File: src/verilog/limit_bank_defines.svh
// Purpose: offsets, reset values and limits of the limit/supply bank
// Assumes: included by bare name from design and testbench files
// Notes:   offsets are the command register numbers of the link
`ifndef LIMIT_BANK_DEFINES_SVH
`define LIMIT_BANK_DEFINES_SVH

// register numbers, read command equals the number
`define REGEN_CAP_OFS      4'h3
`define ACCEL_RAMP_OFS     4'h4
`define DECEL_RAMP_OFS     4'h5
`define UV_SHUTDOWN_OFS    4'h6
`define UV_RECOVER_OFS     4'h7
`define OV_RECOVER_OFS     4'h8
`define OV_SHUTDOWN_OFS    4'h9
`define HEATSINK_TEMP_OFS  4'ha
`define BOARD_TEMP_OFS     4'hb

// command byte layout
`define CMD_WRITE_BIT      6
`define CMD_REG_MSB        5
`define BYTE_TOP_BIT       7

// value split over two data bytes
`define VAL_HI_MSB         13
`define VAL_HI_LSB         7
`define VAL_LO_MSB         6

// reset values of the threshold and decel limit registers
`define UV_SHUTDOWN_RST    12'h000
`define UV_RECOVER_RST     12'h000
`define OV_RECOVER_RST     12'h951
`define OV_SHUTDOWN_RST    12'h997
`define DECEL_RAMP_RST     12'h000

// internal ceiling of the over-voltage shutdown level
`define OV_INTERNAL_MAX    12'h997

// heatsink temperature range in degrees
`define HEATSINK_MIN       12'h00a
`define HEATSINK_MAX       12'h050

`endif

File: src/verilog/limit_bank_pkg.sv
// Purpose: types shared by the limit/supply register bank
// Assumes: nothing is imported, users write limit_bank_pkg::name
// Notes:   constants live in limit_bank_defines.svh
package limit_bank_pkg;

	// lock settings from the lock register logic
	typedef struct packed {
		logic regen;
		logic accel;
		logic uv_off;
		logic uv_on;
		logic ov_on;
		logic ov_off;
	} lock_s;

	// one byte of the command link
	typedef struct packed {
		logic       valid;
		logic [7:0] data;
	} link_byte_s;

	// command parser states
	typedef enum logic [1:0] {
		ST_CMD,
		ST_DATA_HI,
		ST_DATA_LO,
		ST_SEND_LO
	} parse_state_e;

	typedef logic [11:0] value_t;

endpackage

File: src/verilog/pot_tracked_reg.sv
// Purpose: limit register that follows a potentiometer unless overridden
// Assumes: pot value comes from same-clock converter logic
// Notes:   a host write holds until the pot reading moves
`timescale 1ns/100ps

module pot_tracked_reg (
	// clock and reset
	input  wire logic                  clk_in,
	input  wire logic                  rst_in,
	// potentiometer side
	input  wire limit_bank_pkg::value_t pot_in,
	input  wire logic                  lock_in,
	// host side
	input  wire logic                  wr_in,
	input  wire limit_bank_pkg::value_t wr_data_in,
	output limit_bank_pkg::value_t     value_out
);

	limit_bank_pkg::value_t pot_prev_reg;
	logic                   seeded_reg;
	logic                   pot_moved;

	// pot change since last cycle, or first cycle after reset
	assign pot_moved = !seeded_reg || (pot_in != pot_prev_reg);

	// last pot reading and seed flag
	always_ff @(posedge clk_in) begin
		if (rst_in) begin
			pot_prev_reg <= 12'h000;
			seeded_reg   <= 1'b0;
		end else begin
			pot_prev_reg <= pot_in;
			seeded_reg   <= 1'b1;
		end
	end

	// value: host write wins, else the seed or an unlocked pot move
	always_ff @(posedge clk_in) begin
		if (rst_in) begin
			value_out <= 12'h000;
		end else if (wr_in) begin
			value_out <= wr_data_in;
		end else if (!seeded_reg || (pot_moved && !lock_in)) begin
			value_out <= pot_in;
		end
	end

endmodule

File: src/verilog/limit_supply_bank.sv
// Purpose: limit and supply threshold registers behind the command link
// Assumes: link bytes come from a same-clock receiver, one per strobe
// Notes:   values travel as two 7-bit data bytes, high part first
`timescale 1ns/100ps
`include "limit_bank_defines.svh"

// Function
// - values travel as two 7-bit bytes, high first
// - regen cap 12 bits, cmds 0x43/0x03, mirrors pot
// - host write holds until the pot moves
// - lock stops pot overwriting host value
// - limit values revert on restart
// - accel limit cmds 0x44/0x04, mirrors ramp pot
// - decel limit cmds 0x45/0x05, off by default
// - active low shutdown below level 0x46/0x06
// - low supply shutdown updates status
// - leave low state above level 0x47/0x07
// - leave high state below level 0x48/0x08
// - active high shutdown above level 0x49/0x09
// - high supply shutdown updates status
// - thresholds active only when written and locked
// - internal maximum may replace high shutdown level
// - heatsink temperature read-only 0x0A, 10 to 80
// - board temperature read-only 0x0B, low 7 bits
module limit_supply_bank (
	// clock and reset
	input  wire logic                   clk_in,
	input  wire logic                   rst_in,
	// command link, receive side
	input  wire logic [7:0]             rx_byte_in,
	input  wire logic                   rx_valid_in,
	// command link, answer side
	output logic [7:0]                  tx_byte_out,
	output logic                        tx_valid_out,
	// potentiometers and lock settings
	input  wire limit_bank_pkg::value_t  regen_pot_in,
	input  wire limit_bank_pkg::value_t  ramp_pot_in,
	input  wire limit_bank_pkg::lock_s   lock_in,
	// measurements
	input  wire limit_bank_pkg::value_t  supply_level_in,
	input  wire limit_bank_pkg::value_t  heatsink_temp_in,
	input  wire limit_bank_pkg::value_t  board_temp_in,
	// limits to the power stage
	output limit_bank_pkg::value_t      regen_cap_out,
	output limit_bank_pkg::value_t      accel_limit_out,
	output limit_bank_pkg::value_t      decel_limit_out,
	output logic                        decel_enable_out,
	// supply status
	output logic                        low_supply_out,
	output logic                        high_supply_out,
	output logic                        duty_force_zero_out
);

	// register number to threshold slot, slot 4 marks no threshold
	function automatic logic [2:0] thr_slot(input logic [3:0] ofs);
		case (ofs)
			`UV_SHUTDOWN_OFS: thr_slot = 3'd0;
			`UV_RECOVER_OFS:  thr_slot = 3'd1;
			`OV_RECOVER_OFS:  thr_slot = 3'd2;
			`OV_SHUTDOWN_OFS: thr_slot = 3'd3;
			default:          thr_slot = 3'd4;
		endcase
	endfunction

	// true when a register number exists for the given access
	function automatic logic reg_known(input logic [3:0] ofs,
		input logic wr);
		if (wr) begin
			reg_known = (ofs >= `REGEN_CAP_OFS) &&
				(ofs <= `OV_SHUTDOWN_OFS);
		end else begin
			reg_known = (ofs >= `REGEN_CAP_OFS) &&
				(ofs <= `BOARD_TEMP_OFS);
		end
	endfunction

	limit_bank_pkg::parse_state_e state_reg;
	logic [3:0]                   ofs_reg;
	logic [6:0]                   hi_reg;
	logic [6:0]                   lo_pend_reg;
	logic                         wr_pulse_reg;
	limit_bank_pkg::value_t       wr_data_reg;
	logic [3:0]                   wr_ofs_reg;

	limit_bank_pkg::value_t       thr_reg [0:3];
	logic [3:0]                   thr_written_reg;
	logic [3:0]                   thr_active;
	limit_bank_pkg::value_t       decel_next;
	limit_bank_pkg::value_t       supply_reg;
	limit_bank_pkg::value_t       heat_reg;
	limit_bank_pkg::value_t       board_reg;
	limit_bank_pkg::value_t       rd_value;
	logic [13:0]                  rd_wide;
	logic [3:0]                   cmd_ofs;
	logic                         cmd_wr;
	logic [1:0]                   pot_wr;
	limit_bank_pkg::value_t       pot_val [0:1];
	limit_bank_pkg::value_t       pot_src [0:1];
	logic [1:0]                   pot_lock;
	logic                         uv_trip;
	logic                         ov_trip;
	logic                         uv_clear;
	logic                         ov_clear;
	logic [2:0]                   thr_sel;
	logic [3:0]                   rd_ofs;
	logic [6:0]                   hi_send;
	logic [6:0]                   lo_capture;

	// fields of the command byte
	assign cmd_ofs = rx_byte_in[3:0];
	assign cmd_wr  = rx_byte_in[`CMD_WRITE_BIT];

	// command parser: command, then two data bytes for writes
	always_ff @(posedge clk_in) begin
		if (rst_in) begin
			state_reg <= limit_bank_pkg::ST_CMD;
			ofs_reg   <= 4'h0;
			hi_reg    <= 7'h00;
		end else begin
			case (state_reg)
				limit_bank_pkg::ST_CMD: begin
					if (rx_valid_in && !rx_byte_in[`BYTE_TOP_BIT] &&
						rx_byte_in[5:4] == 2'b00 &&
						reg_known(cmd_ofs, cmd_wr)) begin
						ofs_reg <= cmd_ofs;
						if (cmd_wr) begin
							state_reg <= limit_bank_pkg::ST_DATA_HI;
						end else begin
							state_reg <= limit_bank_pkg::ST_SEND_LO;
						end
					end
				end
				limit_bank_pkg::ST_DATA_HI: begin
					if (rx_valid_in) begin
						if (rx_byte_in[`BYTE_TOP_BIT]) begin
							state_reg <= limit_bank_pkg::ST_CMD;
						end else begin
							hi_reg    <= rx_byte_in[6:0];
							state_reg <= limit_bank_pkg::ST_DATA_LO;
						end
					end
				end
				limit_bank_pkg::ST_DATA_LO: begin
					if (rx_valid_in) begin
						state_reg <= limit_bank_pkg::ST_CMD;
					end
				end
				limit_bank_pkg::ST_SEND_LO: begin
					state_reg <= limit_bank_pkg::ST_CMD;
				end
				default: begin
					state_reg <= limit_bank_pkg::ST_CMD;
				end
			endcase
		end
	end

	// write strobe once the low data byte lands
	always_ff @(posedge clk_in) begin
		if (rst_in) begin
			wr_pulse_reg <= 1'b0;
			wr_data_reg  <= 12'h000;
			wr_ofs_reg   <= 4'h0;
		end else begin
			wr_pulse_reg <= 1'b0;
			if (state_reg == limit_bank_pkg::ST_DATA_LO && rx_valid_in &&
				!rx_byte_in[`BYTE_TOP_BIT]) begin
				wr_pulse_reg <= 1'b1;
				// bits 13:12 have no storage in a 12-bit register
				wr_data_reg  <= {hi_reg[4:0], rx_byte_in[6:0]};
				wr_ofs_reg   <= ofs_reg;
			end
		end
	end

	// read source: the command byte itself while it is being taken
	assign rd_ofs = (state_reg == limit_bank_pkg::ST_CMD) ? cmd_ofs : ofs_reg;

	// read value selection by register number
	always_comb begin
		case (rd_ofs)
			`REGEN_CAP_OFS:     rd_value = regen_cap_out;
			`ACCEL_RAMP_OFS:    rd_value = accel_limit_out;
			`DECEL_RAMP_OFS:    rd_value = decel_limit_out;
			`UV_SHUTDOWN_OFS:   rd_value = thr_reg[0];
			`UV_RECOVER_OFS:    rd_value = thr_reg[1];
			`OV_RECOVER_OFS:    rd_value = thr_reg[2];
			`OV_SHUTDOWN_OFS:   rd_value = thr_reg[3];
			`HEATSINK_TEMP_OFS: rd_value = heat_reg;
			`BOARD_TEMP_OFS:    rd_value = board_reg;
			default:            rd_value = 12'h000;
		endcase
	end

	assign rd_wide = {2'b00, rd_value};

	// answer: high byte right after the read command, low byte next
	always_ff @(posedge clk_in) begin
		if (rst_in) begin
			tx_byte_out  <= 8'h00;
			tx_valid_out <= 1'b0;
			lo_pend_reg  <= 7'h00;
		end else begin
			tx_valid_out <= 1'b0;
			if (state_reg == limit_bank_pkg::ST_SEND_LO) begin
				tx_byte_out  <= {1'b0, lo_pend_reg};
				tx_valid_out <= 1'b1;
			end else if (state_reg == limit_bank_pkg::ST_CMD &&
				rx_valid_in && !rx_byte_in[`BYTE_TOP_BIT] && !cmd_wr &&
				rx_byte_in[5:4] == 2'b00 && reg_known(cmd_ofs, 1'b0)) begin
				tx_valid_out <= 1'b1;
				tx_byte_out  <= {1'b0, hi_send};
				lo_pend_reg  <= lo_capture;
			end
		end
	end

	// both answer halves taken at the command, so from one sample
	assign hi_send    = rd_wide[`VAL_HI_MSB:`VAL_HI_LSB];
	assign lo_capture = rd_wide[`VAL_LO_MSB:0];

	// pot-backed limit registers, one per potentiometer
	assign pot_src[0]  = regen_pot_in;
	assign pot_src[1]  = ramp_pot_in;
	assign pot_lock[0] = lock_in.regen;
	assign pot_lock[1] = lock_in.accel;
	assign regen_cap_out   = pot_val[0];
	assign accel_limit_out = pot_val[1];

	genvar gi;
	generate
		for (gi = 0; gi < 2; gi = gi + 1) begin : g_pot
			// write strobe aimed at this register
			assign pot_wr[gi] = wr_pulse_reg &&
				(wr_ofs_reg == (`REGEN_CAP_OFS + 4'(gi)));
			pot_tracked_reg u_pot (
				.clk_in     (clk_in),
				.rst_in     (rst_in),
				.pot_in     (pot_src[gi]),
				.lock_in    (pot_lock[gi]),
				.wr_in      (pot_wr[gi]),
				.wr_data_in (wr_data_reg),
				.value_out  (pot_val[gi])
			);
		end
	endgenerate

	// deceleration limit, enabled only by a host value of one or more
	assign decel_next = wr_data_reg;
	always_ff @(posedge clk_in) begin
		if (rst_in) begin
			decel_limit_out  <= `DECEL_RAMP_RST;
			decel_enable_out <= 1'b0;
		end else if (wr_pulse_reg && wr_ofs_reg == `DECEL_RAMP_OFS) begin
			decel_limit_out  <= decel_next;
			decel_enable_out <= (decel_next != 12'h000);
		end
	end

	// threshold slot aimed at by the pending write
	assign thr_sel = thr_slot(wr_ofs_reg);

	// supply thresholds and their written flags
	always_ff @(posedge clk_in) begin
		if (rst_in) begin
			thr_reg[0]      <= `UV_SHUTDOWN_RST;
			thr_reg[1]      <= `UV_RECOVER_RST;
			thr_reg[2]      <= `OV_RECOVER_RST;
			thr_reg[3]      <= `OV_SHUTDOWN_RST;
			thr_written_reg <= 4'h0;
		end else begin
			if (wr_pulse_reg && thr_sel != 3'd4) begin
				thr_reg[thr_sel[1:0]]         <= wr_data_reg;
				thr_written_reg[thr_sel[1:0]] <= 1'b1;
			end
			// internal ceiling overrides the high shutdown level
			if (thr_reg[3] > `OV_INTERNAL_MAX) begin
				thr_reg[3] <= `OV_INTERNAL_MAX;
			end
		end
	end

	// a threshold acts only when written and locked
	assign thr_active = thr_written_reg &
		{lock_in.ov_off, lock_in.ov_on, lock_in.uv_on, lock_in.uv_off};

	// measurement sampling, temperatures shaped to their fields
	always_ff @(posedge clk_in) begin
		if (rst_in) begin
			supply_reg <= 12'h000;
			heat_reg   <= `HEATSINK_MIN;
			board_reg  <= 12'h000;
		end else begin
			supply_reg <= supply_level_in;
			if (heatsink_temp_in < `HEATSINK_MIN) begin
				heat_reg <= `HEATSINK_MIN;
			end else if (heatsink_temp_in > `HEATSINK_MAX) begin
				heat_reg <= `HEATSINK_MAX;
			end else begin
				heat_reg <= heatsink_temp_in;
			end
			board_reg <= {5'h00, board_temp_in[6:0]};
		end
	end

	// trip and recovery conditions
	assign uv_trip  = thr_active[0] && (supply_reg < thr_reg[0]);
	assign ov_trip  = thr_active[3] && (supply_reg > thr_reg[3]);
	// without an active recover level, leave once back past the trip level
	assign uv_clear = thr_active[1] ? (supply_reg > thr_reg[1]) :
		!uv_trip;
	assign ov_clear = thr_active[2] ? (supply_reg < thr_reg[2]) :
		!ov_trip;

	// low supply state
	always_ff @(posedge clk_in) begin
		if (rst_in) begin
			low_supply_out <= 1'b0;
		end else if (uv_trip) begin
			low_supply_out <= 1'b1;
		end else if (uv_clear || !thr_active[0]) begin
			low_supply_out <= 1'b0;
		end
	end

	// high supply state
	always_ff @(posedge clk_in) begin
		if (rst_in) begin
			high_supply_out <= 1'b0;
		end else if (ov_trip) begin
			high_supply_out <= 1'b1;
		end else if (ov_clear || !thr_active[3]) begin
			high_supply_out <= 1'b0;
		end
	end

	// output stage held off while either shutdown state holds
	always_ff @(posedge clk_in) begin
		if (rst_in) begin
			duty_force_zero_out <= 1'b0;
		end else begin
			duty_force_zero_out <= (low_supply_out && !uv_clear) ||
				(high_supply_out && !ov_clear) || uv_trip || ov_trip;
		end
	end

endmodule

File: config.mk
export PLATFORM = sky130hd
export DESIGN_NAME = limit_supply_bank
export DESIGN_NICKNAME = d
export VERILOG_FILES = /design/src/verilog/limit_bank_pkg.sv /design/src/verilog/pot_tracked_reg.sv /design/src/verilog/limit_supply_bank.sv
export VERILOG_INCLUDE_DIRS = /design/src /design/src/verilog
export SDC_FILE = /design/constraint.sdc
export NUM_CORES = 1
export LEC_CHECK = 0
export CAP_MARGIN = 20
export CORE_MARGIN = 8
export CORE_UTILIZATION = 60
export CTS_CLUSTER_DIAMETER = 120
export DETAILED_ROUTE_END_ITERATION = 6
export DONT_BUFFER_PORTS = 1
export GPL_ROUTABILITY_DRIVEN = 0
export HOLD_SLACK_MARGIN = 0.08
export PLACE_DENSITY_LB_ADDON = 0.2
export SYNTH_ARGS = -nofsm -noshare
export SYNTH_HDL_FRONTEND = slang
export SYNTH_SLANG_ARGS = --single-unit
File: constraint.sdc
create_clock -name clk_in -period 2.3 [get_ports clk_in]
set_input_delay 0.23 -clock clk_in [delete_from_list [all_inputs] [get_ports clk_in]]
set_output_delay 0.23 -clock clk_in [all_outputs]
set_load 0.005 [all_outputs]
Yosys cells after proc, flatten, opt, wreduce, memory -nomap -nowiden
Memories as Yosys holds them, arrays and structs flattened.
Index checks and enable logic that the tools add are counted.
Cells by class
  reduce and logical (&&, ||, !) cells: 58
  muxes and demuxes: 45
  bitwise gates (word level): 8
  equal/unequal tests: 26
  $lt $le $gt $ge: 12
Operator list (number)
  12-bit one-hot mux with 9 select lines: 1
  12-bit two-way mux: 6
  4-bit by 3-bit == test with 1-bit output, second input constant: 8
  1-bit two-way mux: 25
  4-bit == test, second input constant: 6
  12-bit greater-than comparator: 2
  12-bit < comparator: 2
  12-bit != test: 2
  1-bit logical AND: 23
  7-bit two-way mux: 3
  12-bit greater-than comparator, second input constant: 1
  12-bit by 7-bit greater-than comparator with 1-bit output, second input constant: 1
  12-bit by 4-bit < comparator with 1-bit output, second input constant: 1
  2-bit two-way mux: 6
  3-bit one-hot mux with 4 select lines: 1
  12-bit nonzero test: 1
  12-bit OR reduction: 1
  1-bit zero test: 11
  2-bit nonzero test: 5
  1-bit logical OR: 9
  4-bit by 2-bit == test with 1-bit output, second input constant: 2
  4-bit <= comparator, second input constant: 2
  2-bit one-hot mux with 4 select lines: 1
  2-bit == test, second input constant: 3
  other kinds (18): 26
Word-level totals
  bits of input ports: 77
  RAM bits: 48
  word-level logic and storage cells: 175
  memories: 1
  bits in registers: 148
Memories
  thr_reg: words 4, bits a word 12, read ports 4, clocked after Yosys merged registers in 0, write ports 4, RTL line limit_supply_bank.sv:85  | limit_bank_pkg::value_t thr_reg [0:3];

Longest topological paths before layout
Gate-level depths: netlist (run 1).
  depth after elaboration: 10
  mapped depth: 8
  mapped depth without buffers: 8

Hierarchy
Synthesis (run 1) repeated with hierarchy kept, for this count alone.
Unflattened totals
  cell total of the unflattened synthesis: 1095
  area, all modules: 10045.9 um^2
Modules (own cells, without submodules)
  limit_supply_bank: cells an instance 777, area each 7238.2 um^2, times used 1, seq. area each 3323.2 um^2
  pot_tracked_reg: cells an instance 159, area each 1403.8 um^2, times used 2, seq. area each 500.5 um^2

Least setup slack after synthesis (run 1)
OpenSTA, ideal clock, no wires.
  path kind: register to register
  start point: register state_reg[1]
  end point: register lo_pend_reg[5]
  buffers on the path: 1
  arrival: 1.805 ns
  slack: 0.364 ns
  data required time: 2.169 ns
  clock period less this slack: 1.936 ns
  cell stages (with the launch flop): 8
  path through: dfxtp_1 > nor2_4 > mux2_4 > buf_2 > mux2i_1 > o32ai_1 > a2111oi_1 > nor3_1
On the way
  longest elaborated chain between the ends: 7
  elaborated cells between the ends (all ways): 20
  classes of those cells: eq/ne: 10; mux: 2; bitwise: 1; reduce/logical: 7
RTL lines
  from (decl): RTL line limit_supply_bank.sv:77  | limit_bank_pkg::parse_state_e state_reg;
  from (signal assigned): RTL line limit_supply_bank.sv:116  | state_reg <= limit_bank_pkg::ST_CMD;
  from (signal assigned): RTL line limit_supply_bank.sv:127  | state_reg <= limit_bank_pkg::ST_DATA_HI;
  from (signal assigned): RTL line limit_supply_bank.sv:129  | state_reg <= limit_bank_pkg::ST_SEND_LO;
  branches (longest 7 deep; another with 12-bit one-hot mux with 9 select lines)
  to (signal assigned): RTL line limit_supply_bank.sv:213  | lo_pend_reg <= lo_capture;
  to (decl): RTL line limit_supply_bank.sv:80  | logic [6:0] lo_pend_reg;
Parallel ways; which one is timed is not known.
A chain may end at the register's enable or synchronous reset.

Worst setup path in the final report (run 1)
  start point: register state_reg[1]
  end point: register tx_byte_out[1]
On the way
  longest elaborated chain between the ends: 7
  elaborated cells between the ends (all ways): 21
  classes of those cells: eq/ne: 10; mux: 4; reduce/logical: 7
RTL lines
  branches (longest 7 deep; another with 12-bit one-hot mux with 9 select lines)
  to (signal assigned): RTL line limit_supply_bank.sv:206  | tx_byte_out <= {1'b0, lo_pend_reg};
  to (signal assigned): RTL line limit_supply_bank.sv:212  | tx_byte_out <= {1'b0, hi_send};
  to (decl): RTL line limit_supply_bank.sv:33  | output logic [7:0] tx_byte_out,
Parallel ways; which one is timed is not known. The select of a mux whose other input is x is not followed.

==> results, run 1 <==
- The run finished with clean final reports.
- For this run, asynchronously set or reset flops after synthesis account for 0.
- The number of violations of the max-capacitance limit is 0.
- Dividing the final minimum period by the clock period gives 0.9496.
- The cell sitting at the root of the clock tree is a sky130_fd_sc_hd__clkbuf_16.
- The final sum of negative setup slack is 0 ns.
- The initial core utilization is 0.6117.
- The number of rows created at floorplan is 45.
- The via count of the first global-routing pass is 7,598.
- The worst-margin pin slew is 0.8580 ns.
- The share of the core filled with cells is 0.7225.
- Summed over all nets, the half-perimeter wirelength after detailed placement is 19,320 µm.
- The CTS tree is built.
- The count of inserted antenna diode cells is 0.
- The buffer levels on the longest clock path is 2.
- The worst clock skew is 0.01051 ns.
- The normalized max-slew margin is 0.4242.
- sky130_fd_sc_hd__dfxtp_1 takes more of the synthesized area than any other cell.
- Dividing the detail-routed wire length by the instance count gives 23.34 µm.
- Relative to the synthesized area, the layout overhead comes to 18.11%.
- The worst setup path is of the flip-flop to flip-flop kind.
- In this run, synthesis produced a sequential element count of 191.
- The total routing resource utilization after global routing is 0.2949.
- The wire length of the first global-routing pass is 44,230 µm.
- The filler cell count is 1,109.
- The kind of end point of the critical path is a flip-flop.
- The clock latency reported for the late side of the worst-skew pair is 0.44 ns.
- Using the TritonRoute via totals, the vias-per-cell ratio works out to 6.218.
- For the worst setup path, the data arrival time is 2.55 ns.
- Across the VDD grid, the largest voltage drop is 0.6180 mV.
- The die covers 19,670 µm².
- In this run the worst hold path is classified as primary input to flip-flop.
- The data required time of the critical path is 2.66 ns.
- The netlist area before placement is 9265 µm².
- The met2 routing resource usage after global routing is 0.4732.
- The number of distinct library cells after synthesis is 75.
- The met3 demand-to-capacity share in global routing is 0.09242.
- Of the cells placed in the final design, the portion with a size suffix greater than 1 is 0.09186.
- The startpoint type of the worst setup path is a flip-flop.
- The final hold violation count is 0.
- Setup violations remaining at the end of the flow were counted as 0.
- The total detailed-routing wirelength is 29,030 µm.
- In the global route stage, met1 resource usage came out at 0.3599.
- In this run the number of H-tree levels came out at 4.
- For this design the top-level I/O count stands at 126.
- The die is 140.3 µm wide.
- For this run, the register share of the synthesized area comes to 0.4646.
- The first detailed-routing pass ran for 7 iterations.
- In the synthesized netlist the dominant register cell turns out to be sky130_fd_sc_hd__dfxtp_1.
- The register with the most flip-flops in the layout has 48 of them.
- After detailed routing, the number of remaining DRC violations is 0.
- The clock-pin slew reported for the worst setup and hold paths after clock tree synthesis is 0.08 ns.
- Setup repair after global routing left no endpoint under its margin.
- The count of final max-slew check failures is 0.
- The total CTS buffers is 17.
- The number of antenna violations at the first check in global routing is 0.
- Across all layers, the routed design uses 7,735 vias.
- In this run, the number of DRC markers left after iteration 0 of detailed routing was 649.
- Once detail routing completed, the nets flagged for antenna violations numbered 0.
- The final period demand of the worst path is 2.184 ns.
- The total overflow left after global routing is 0.
- The net count of the finished layout is 1,166.
- The die is 140.3 µm tall.
- In this run the static leakage power is 4.322 nW.
- The area fraction of the dominant cell type after synthesis is 0.3090.
- The count of synthesis-stage warnings from yosys is 0.
- Synthesis produced 965 cells.
- Ranked by total cell area, the synthesized netlist is headed by sky130_fd_sc_hd__dfxtp_1, sky130_fd_sc_hd__edfxtp_1, sky130_fd_sc_hd__ha_1.
- The layer with the highest usage after global routing is met2.
- The TritonCTS sink count is 191.
- Each instance of the synthesized netlist takes up on average 9.601 µm².
- Buffers placed on the I/O ports in this run total 0.
- The ratio of total power to cell area is 677.1 nW/µm².
- After floorplanning, the core was sized to cover 15,150 µm².
- Counting flops with a built-in enable in the synthesized netlist gives 48.
- In this run the worst path has a maximum fanout of 9.
- Entering global routing, the biggest net connects 114 pins.
- For this run, the top clock speed supported by timing is 457.9 MHz.
-- per-layer routing --
| metal | wire length [µm] | vias up |
|---|---|---|
| met5 | 0 | - |
| met4 | 1073 | 0 |
| met3 | 3112 | 69 |
| met2 | 13600 | 391 |
| met1 | 11250 | 3685 |
| li1 | - | 3590 |
-- cell usage after synthesis (3+ instances only) --
library cell,instances
sky130_fd_sc_hd__a21oi_1,73
sky130_fd_sc_hd__ha_1,46
sky130_fd_sc_hd__o31ai_1,5
sky130_fd_sc_hd__nand2_1,104
sky130_fd_sc_hd__o211ai_1,3
sky130_fd_sc_hd__o22ai_1,7
sky130_fd_sc_hd__nor3_1,29
sky130_fd_sc_hd__buf_4,3
sky130_fd_sc_hd__a31o_2,12
sky130_fd_sc_hd__nand2b_1,15
sky130_fd_sc_hd__a22o_1,8
sky130_fd_sc_hd__nor4_1,9
sky130_fd_sc_hd__a21boi_0,4
sky130_fd_sc_hd__dfxtp_1,143
sky130_fd_sc_hd__and3_1,4
sky130_fd_sc_hd__edfxtp_1,48
sky130_fd_sc_hd__xor2_1,12
sky130_fd_sc_hd__o21ai_0,18
sky130_fd_sc_hd__a221oi_1,3
sky130_fd_sc_hd__and2_1,39
sky130_fd_sc_hd__or3_1,7
sky130_fd_sc_hd__o21ai_1,3
sky130_fd_sc_hd__a221o_1,3
sky130_fd_sc_hd__inv_1,50
sky130_fd_sc_hd__xnor2_1,12
sky130_fd_sc_hd__mux2_2,12
sky130_fd_sc_hd__a22oi_1,18
sky130_fd_sc_hd__nand3_1,22
sky130_fd_sc_hd__nor2_1,40
sky130_fd_sc_hd__mux2i_1,43
sky130_fd_sc_hd__a31oi_1,5
sky130_fd_sc_hd__or4b_1,4
sky130_fd_sc_hd__clkbuf_1,28
sky130_fd_sc_hd__nor2b_1,51
sky130_fd_sc_hd__nand4_1,12
sky130_fd_sc_hd__a211oi_1,8
sky130_fd_sc_hd__buf_1,3
sky130_fd_sc_hd__buf_2,12
-- power by group --
group	switching (mW)	internal, mW
Combinational	0.330	0.302
Clock	1.45	1.67
Sequential	0.117	3.54
Total	1.90	5.51
-- through the flow --
step	setup slack [ns]	instances	cell area, µm²	total power [mW]	hold slack (ns)
global route	0.01095	1244	10940	7.616	0.1023
finish	0.1159	1244	10940	7.409	0.08627
global placement	0.2170	1131	9488	4.202	0.3120
detailed placement	0.1910	1131	9488	4.217	0.3149
CTS	0.1621	1242	10930	7.403	0.08187
floorplan	0.3639	970	9284	4.090	0.3373
-- worst max-delay path: stages (launching register included) --
cell and delay [ns]:
sky130_fd_sc_hd__dfxtp_1 0.51, sky130_fd_sc_hd__nor2_4 0.14, sky130_fd_sc_hd__buf_4 0.18, sky130_fd_sc_hd__o21ai_1 0.61, sky130_fd_sc_hd__nand3_1 0.16, sky130_fd_sc_hd__nand3_1 0.12
sky130_fd_sc_hd__and4bb_1 0.21, sky130_fd_sc_hd__a211oi_1 0.18
-- cells by family (layout without fill, tap and decap cells) --
family          Yosys count  in the layout  share of synthesized area
fa+ha+maj                46             46                    0.06212
xor+xnor                 24             24                    0.02269
simple gates            357            357                     0.2066
mux                      57             57                    0.06428
flops                   191            191                     0.4646
compound gates          191            191                     0.1355
other cells               1              6                  0.0004047
buf+inv                  98            184                    0.04389
-- cell usage in the layout, fill, tap and decap left out, types with 18 or more instances in the layout --
cell	instances
sky130_fd_sc_hd__dfxtp_1	143
sky130_fd_sc_hd__nand2_1	103
sky130_fd_sc_hd__dlygate4sd3_1	78
sky130_fd_sc_hd__a21oi_1	73
sky130_fd_sc_hd__nor2b_1	51
sky130_fd_sc_hd__inv_1	50
sky130_fd_sc_hd__edfxtp_1	48
sky130_fd_sc_hd__ha_1	46
sky130_fd_sc_hd__mux2i_1	43
sky130_fd_sc_hd__nor2_1	40
sky130_fd_sc_hd__and2_1	39
sky130_fd_sc_hd__nor3_1	28
sky130_fd_sc_hd__nand3_1	22
sky130_fd_sc_hd__buf_4	21
sky130_fd_sc_hd__a22oi_1	18
sky130_fd_sc_hd__o21ai_0	18
-- area by class of cell --
type	count	area [µm²]	share of cell area
multi-input cells	681	4581	0.4186
flip-flops and latches	191	4304	0.3933
repair buffers	102	1006	0.09193
clock buffers	18	429.2	0.03922
well taps	188	235.2	0.02150
clock inverters	14	200.2	0.01829
inverters	50	187.7	0.01715
-- path summary, 6_finish.rpt --
check	start	to	slack (ns)	cells past startpoint
max	state_reg[1]	tx_byte_out[1]	0.12	7
min	ramp_pot_in[8]	g_pot[1].u_pot.value_out[8]	0.09	3
max reg2reg	state_reg[1]	tx_byte_out[1]	0.12	7
min reg2reg	thr_written_reg[1]	thr_written_reg[1]	0.45	2
-- timing repair --
action	4_1_cts	5_1_grt
setup buffers	0	2
endpoints found under the setup margin	0	8
gates resized for setup	0	1
hold buffers	79	0
hold endpoints to repair	133	0
Power figures use the tool's default switching activity.
==> run 2: changes to the inputs <==
--- a/config.mk
+++ b/config.mk
@@ -8,7 +8,7 @@
 export LEC_CHECK = 0
 export CAP_MARGIN = 20
 export CORE_MARGIN = 8
-export CORE_UTILIZATION = 60
+export CORE_UTILIZATION = 58
 export CTS_CLUSTER_DIAMETER = 120
 export DETAILED_ROUTE_END_ITERATION = 6
 export DONT_BUFFER_PORTS = 1
==> constraint.sdc (replaced) <==
create_clock -name clk_in -period 1.8 [get_ports clk_in]
set_input_delay 0.18 -clock clk_in [delete_from_list [all_inputs] [get_ports clk_in]]
set_output_delay 0.18 -clock clk_in [all_outputs]
set_load 0.005 [all_outputs]
==> results, run 2 (synthesis results as in run 1) <==
- The flow ran to the end, but the final reports show violations.
- Of the total power, the share spent switching nets is 0.2640.
- In this run the critical register-to-register path is captured at tx_byte_out[4].
- The startpoint identified for the worst register-to-register timing path is state_reg[1].
- The boundary pin count is 126.
- The number of setup violations in the final report is 24.
- The final sum of negative setup slack is -3.555 ns.
- In the routed design, unresolved DRC markers number 0.
- Routed signal wires occupy layers up through met4.
- For this run, the top clock speed supported by timing is 476.3 MHz.
- The area growth from synthesis to layout is 31.30%.
- At the end of the flow the core is filled with cells to 0.7714.
- After the first detailed-routing iteration, the DRC count stood at 916.
- The net count of the finished layout is 1,243.
- STA classifies the critical path startpoint as a flip-flop.
- The total routed wire length on the met1 layer is 11,560 µm.
- Data on the critical path arrives at its endpoint at 2.41 ns.
- The detail-routed via count per cell is 6.199.
- The final period demand of the worst path is 2.100 ns.
- The via total after detailed routing is 8,363.
- After detailed routing, the average wire length per cell comes to 23.19 µm.
- The ratio of total power to cell area is 773.7 nW/µm².
- For the worst setup path, the data required time is 2.11 ns.
- The total length of routed met3 wires is 3616 µm.
- Of the total power, the clock network draws 0.393.
- The critical hold path startpoint is rst_in.
- The commonest non-fill, non-tap cell in the layout is sky130_fd_sc_hd__dfxtp_1.
- For this design, the CTS-stage hold fixing added 66 buffers.
- The register-to-register setup slack is -0.30 ns.
- The initialized floorplan defines 46 standard-cell rows.
- The total detailed-routing wirelength is 31,290 µm.
- Internal power comes to 6.928 mW.
- The worst hold path belongs to the class primary input to flip-flop.
- The horizontal extent of the die is 142.4 µm.
- The total CTS buffers is 17.
- The worst setup path is captured at a flip-flop.
- The detail route stage leaves a number of antenna-violating nets equal to 0.
- After clock tree synthesis, the clock-pin slew on the worst setup and hold paths is 0.08 ns.
- The clock root buffer is sky130_fd_sc_hd__clkbuf_16.
- The detailed route wirelength on metal2 is 14,460 µm.
- The repair_antennas step left the layout with diodes totalling 0.
- The total routing resource utilization after global routing is 0.2946.
- The worst hold path endpoint is state_reg[0].
- The instance count along the most critical hold path is 1.
- The worst slack after detailed placement is -0.1983 ns.
- The post-layout total power is 9.413 mW.
- The worst-margin pin slew is 0.6932 ns.
- Of the total power, combinational logic draws 0.113.
- The library cells used most frequently in the layout, excluding fill and tap cells, are sky130_fd_sc_hd__dfxtp_1, sky130_fd_sc_hd__nand2_1, sky130_fd_sc_hd__buf_4.
- The share of final-layout standard cells stronger than drive strength 1 is 0.2445.
- The checks that failed: negative hold slack, negative setup slack.
- The final hold violation count was 64.
- The count of final max-slew check failures is 0.
- The total number of H-tree levels is 4.
- CTS saw 191 sinks.
- Summed over all cells, the static leakage comes to 4.841 nW.
- Across all hold checks on the routed design, the worst slack comes to -0.1550 ns.
- The startpoint-to-endpoint class of the critical path is flip-flop to flip-flop.
- Input and output buffers added on the ports amount to 0.
- The first detailed-routing pass ran for 6 iterations.
- The number of violations of the max-capacitance limit is 0.
- The via count of the first global-routing pass is 7,844.
- The CTS tree is built.
- The register with the most flip-flops in the layout has 48 of them.
- The final setup slack of the worst path is -0.2997 ns.
- The wire length of the first global-routing pass is 45,080 µm.
- Of the available clock period, the critical path in the final layout requires 1.166.
- The floorplan step defined a core boundary enclosing 15,770 µm².
- For this run the aggregate overflow at the end of global routing stands at 0.
- The die boundary height is 142.4 µm.
- The top fanout value on the critical path is 11.
- The number of cell instances on the worst register-to-register path is 8.
- The maximum number of pins on one net before global-route repair is 137.
- The peak supply drop is 0.9077 mV.
- The area of the die is 20,270 µm².
- Counting along the longest clock path gives a buffer depth of 2.
- Setup repair after global routing could not meet its margin everywhere.
- The clock arrives with 0.01188 ns of skew.
- The share of total power dissipated in sequential elements is 0.494.
- The clock latency reported for the late side of the worst-skew pair is 0.44 ns.
- The normalized max-slew margin is 0.5373.
- The number of antenna violations at the first check in global routing is 2.
- The detailed placement HPWL is 20,150 µm.
- For this configuration, the core starts out at a cell density of 0.5875.
- In this run the power spent charging and discharging nets is 2.485 mW.
-- run 2: worst max path at each step --
stage / startpoint / to / cells after the start / slack [ns]
2_1_floorplan: rx_byte_in[4] / lo_pend_reg[5] / 6 / -0.07
3_3_place_gp: state_reg[1] / tx_byte_out[4] / 8 / -0.18
3_5_place_dp: state_reg[1] / tx_byte_out[4] / 8 / -0.20
4_1_cts: state_reg[1] / tx_byte_out[4] / 8 / -0.11
5_1_grt: state_reg[1] / tx_byte_out[4] / 8 / -0.33
6_report: state_reg[1] / tx_byte_out[4] / 8 / -0.30
-- run 2: metal layers --
metal / vias up / track usage
met5: - / 0
met4: 0 / 0.1605
met3: 122 / 0.08554
met2: 516 / 0.4729
met1: 3971 / 0.3500
li1: 3754 / -
-- run 2: power by group through the flow --
stage	clock [mW]	combinational, mW	sequential, mW
after global placement	0	0.721	4.75
after global routing	3.87	1.13	4.66
after CTS	3.72	0.894	4.65
after floorplan	0	0.542	4.69
after detailed placement	0	0.740	4.75
final	3.70	1.06	4.65
-- run 2: through the flow --
stage	instances	cell area (µm²)
after detailed placement	1222	10130
after CTS	1329	11570
after global placement	1222	10130
after global routing	1349	12170
final	1349	12170
after floorplan	970	9300
-- run 2: cell type report --
cell class              instances  area (µm²)
well taps                     216       270.3
fillers                      1052        3605
multi-input cells             683        5064
clock buffers                  17       425.4
clock inverters                15       147.6
repair buffers                177        1750
flip-flops and latches        191        4320
inverters                      50       187.7
-- run 2: critical path, cell delays in order, from the launching register on --
cell and delay (ns):
sky130_fd_sc_hd__dfxtp_4 0.38, sky130_fd_sc_hd__nor2_4 0.18, sky130_fd_sc_hd__buf_8 0.17, sky130_fd_sc_hd__mux2_4 0.36, sky130_fd_sc_hd__nand2_2 0.10, sky130_fd_sc_hd__buf_12 0.14, sky130_fd_sc_hd__o22ai_1 0.11, sky130_fd_sc_hd__o31ai_2 0.41
sky130_fd_sc_hd__a21oi_1 0.12
-- run 2: repair_timing --
item | CTS | global route
setup buffers | 6 | 17
endpoints found under the hold margin | 136 | 78
gates resized for setup | 30 | 92
endpoints found under the setup margin | 31 | 62
pin swaps | 3 | 26
cloned | 3 | 4
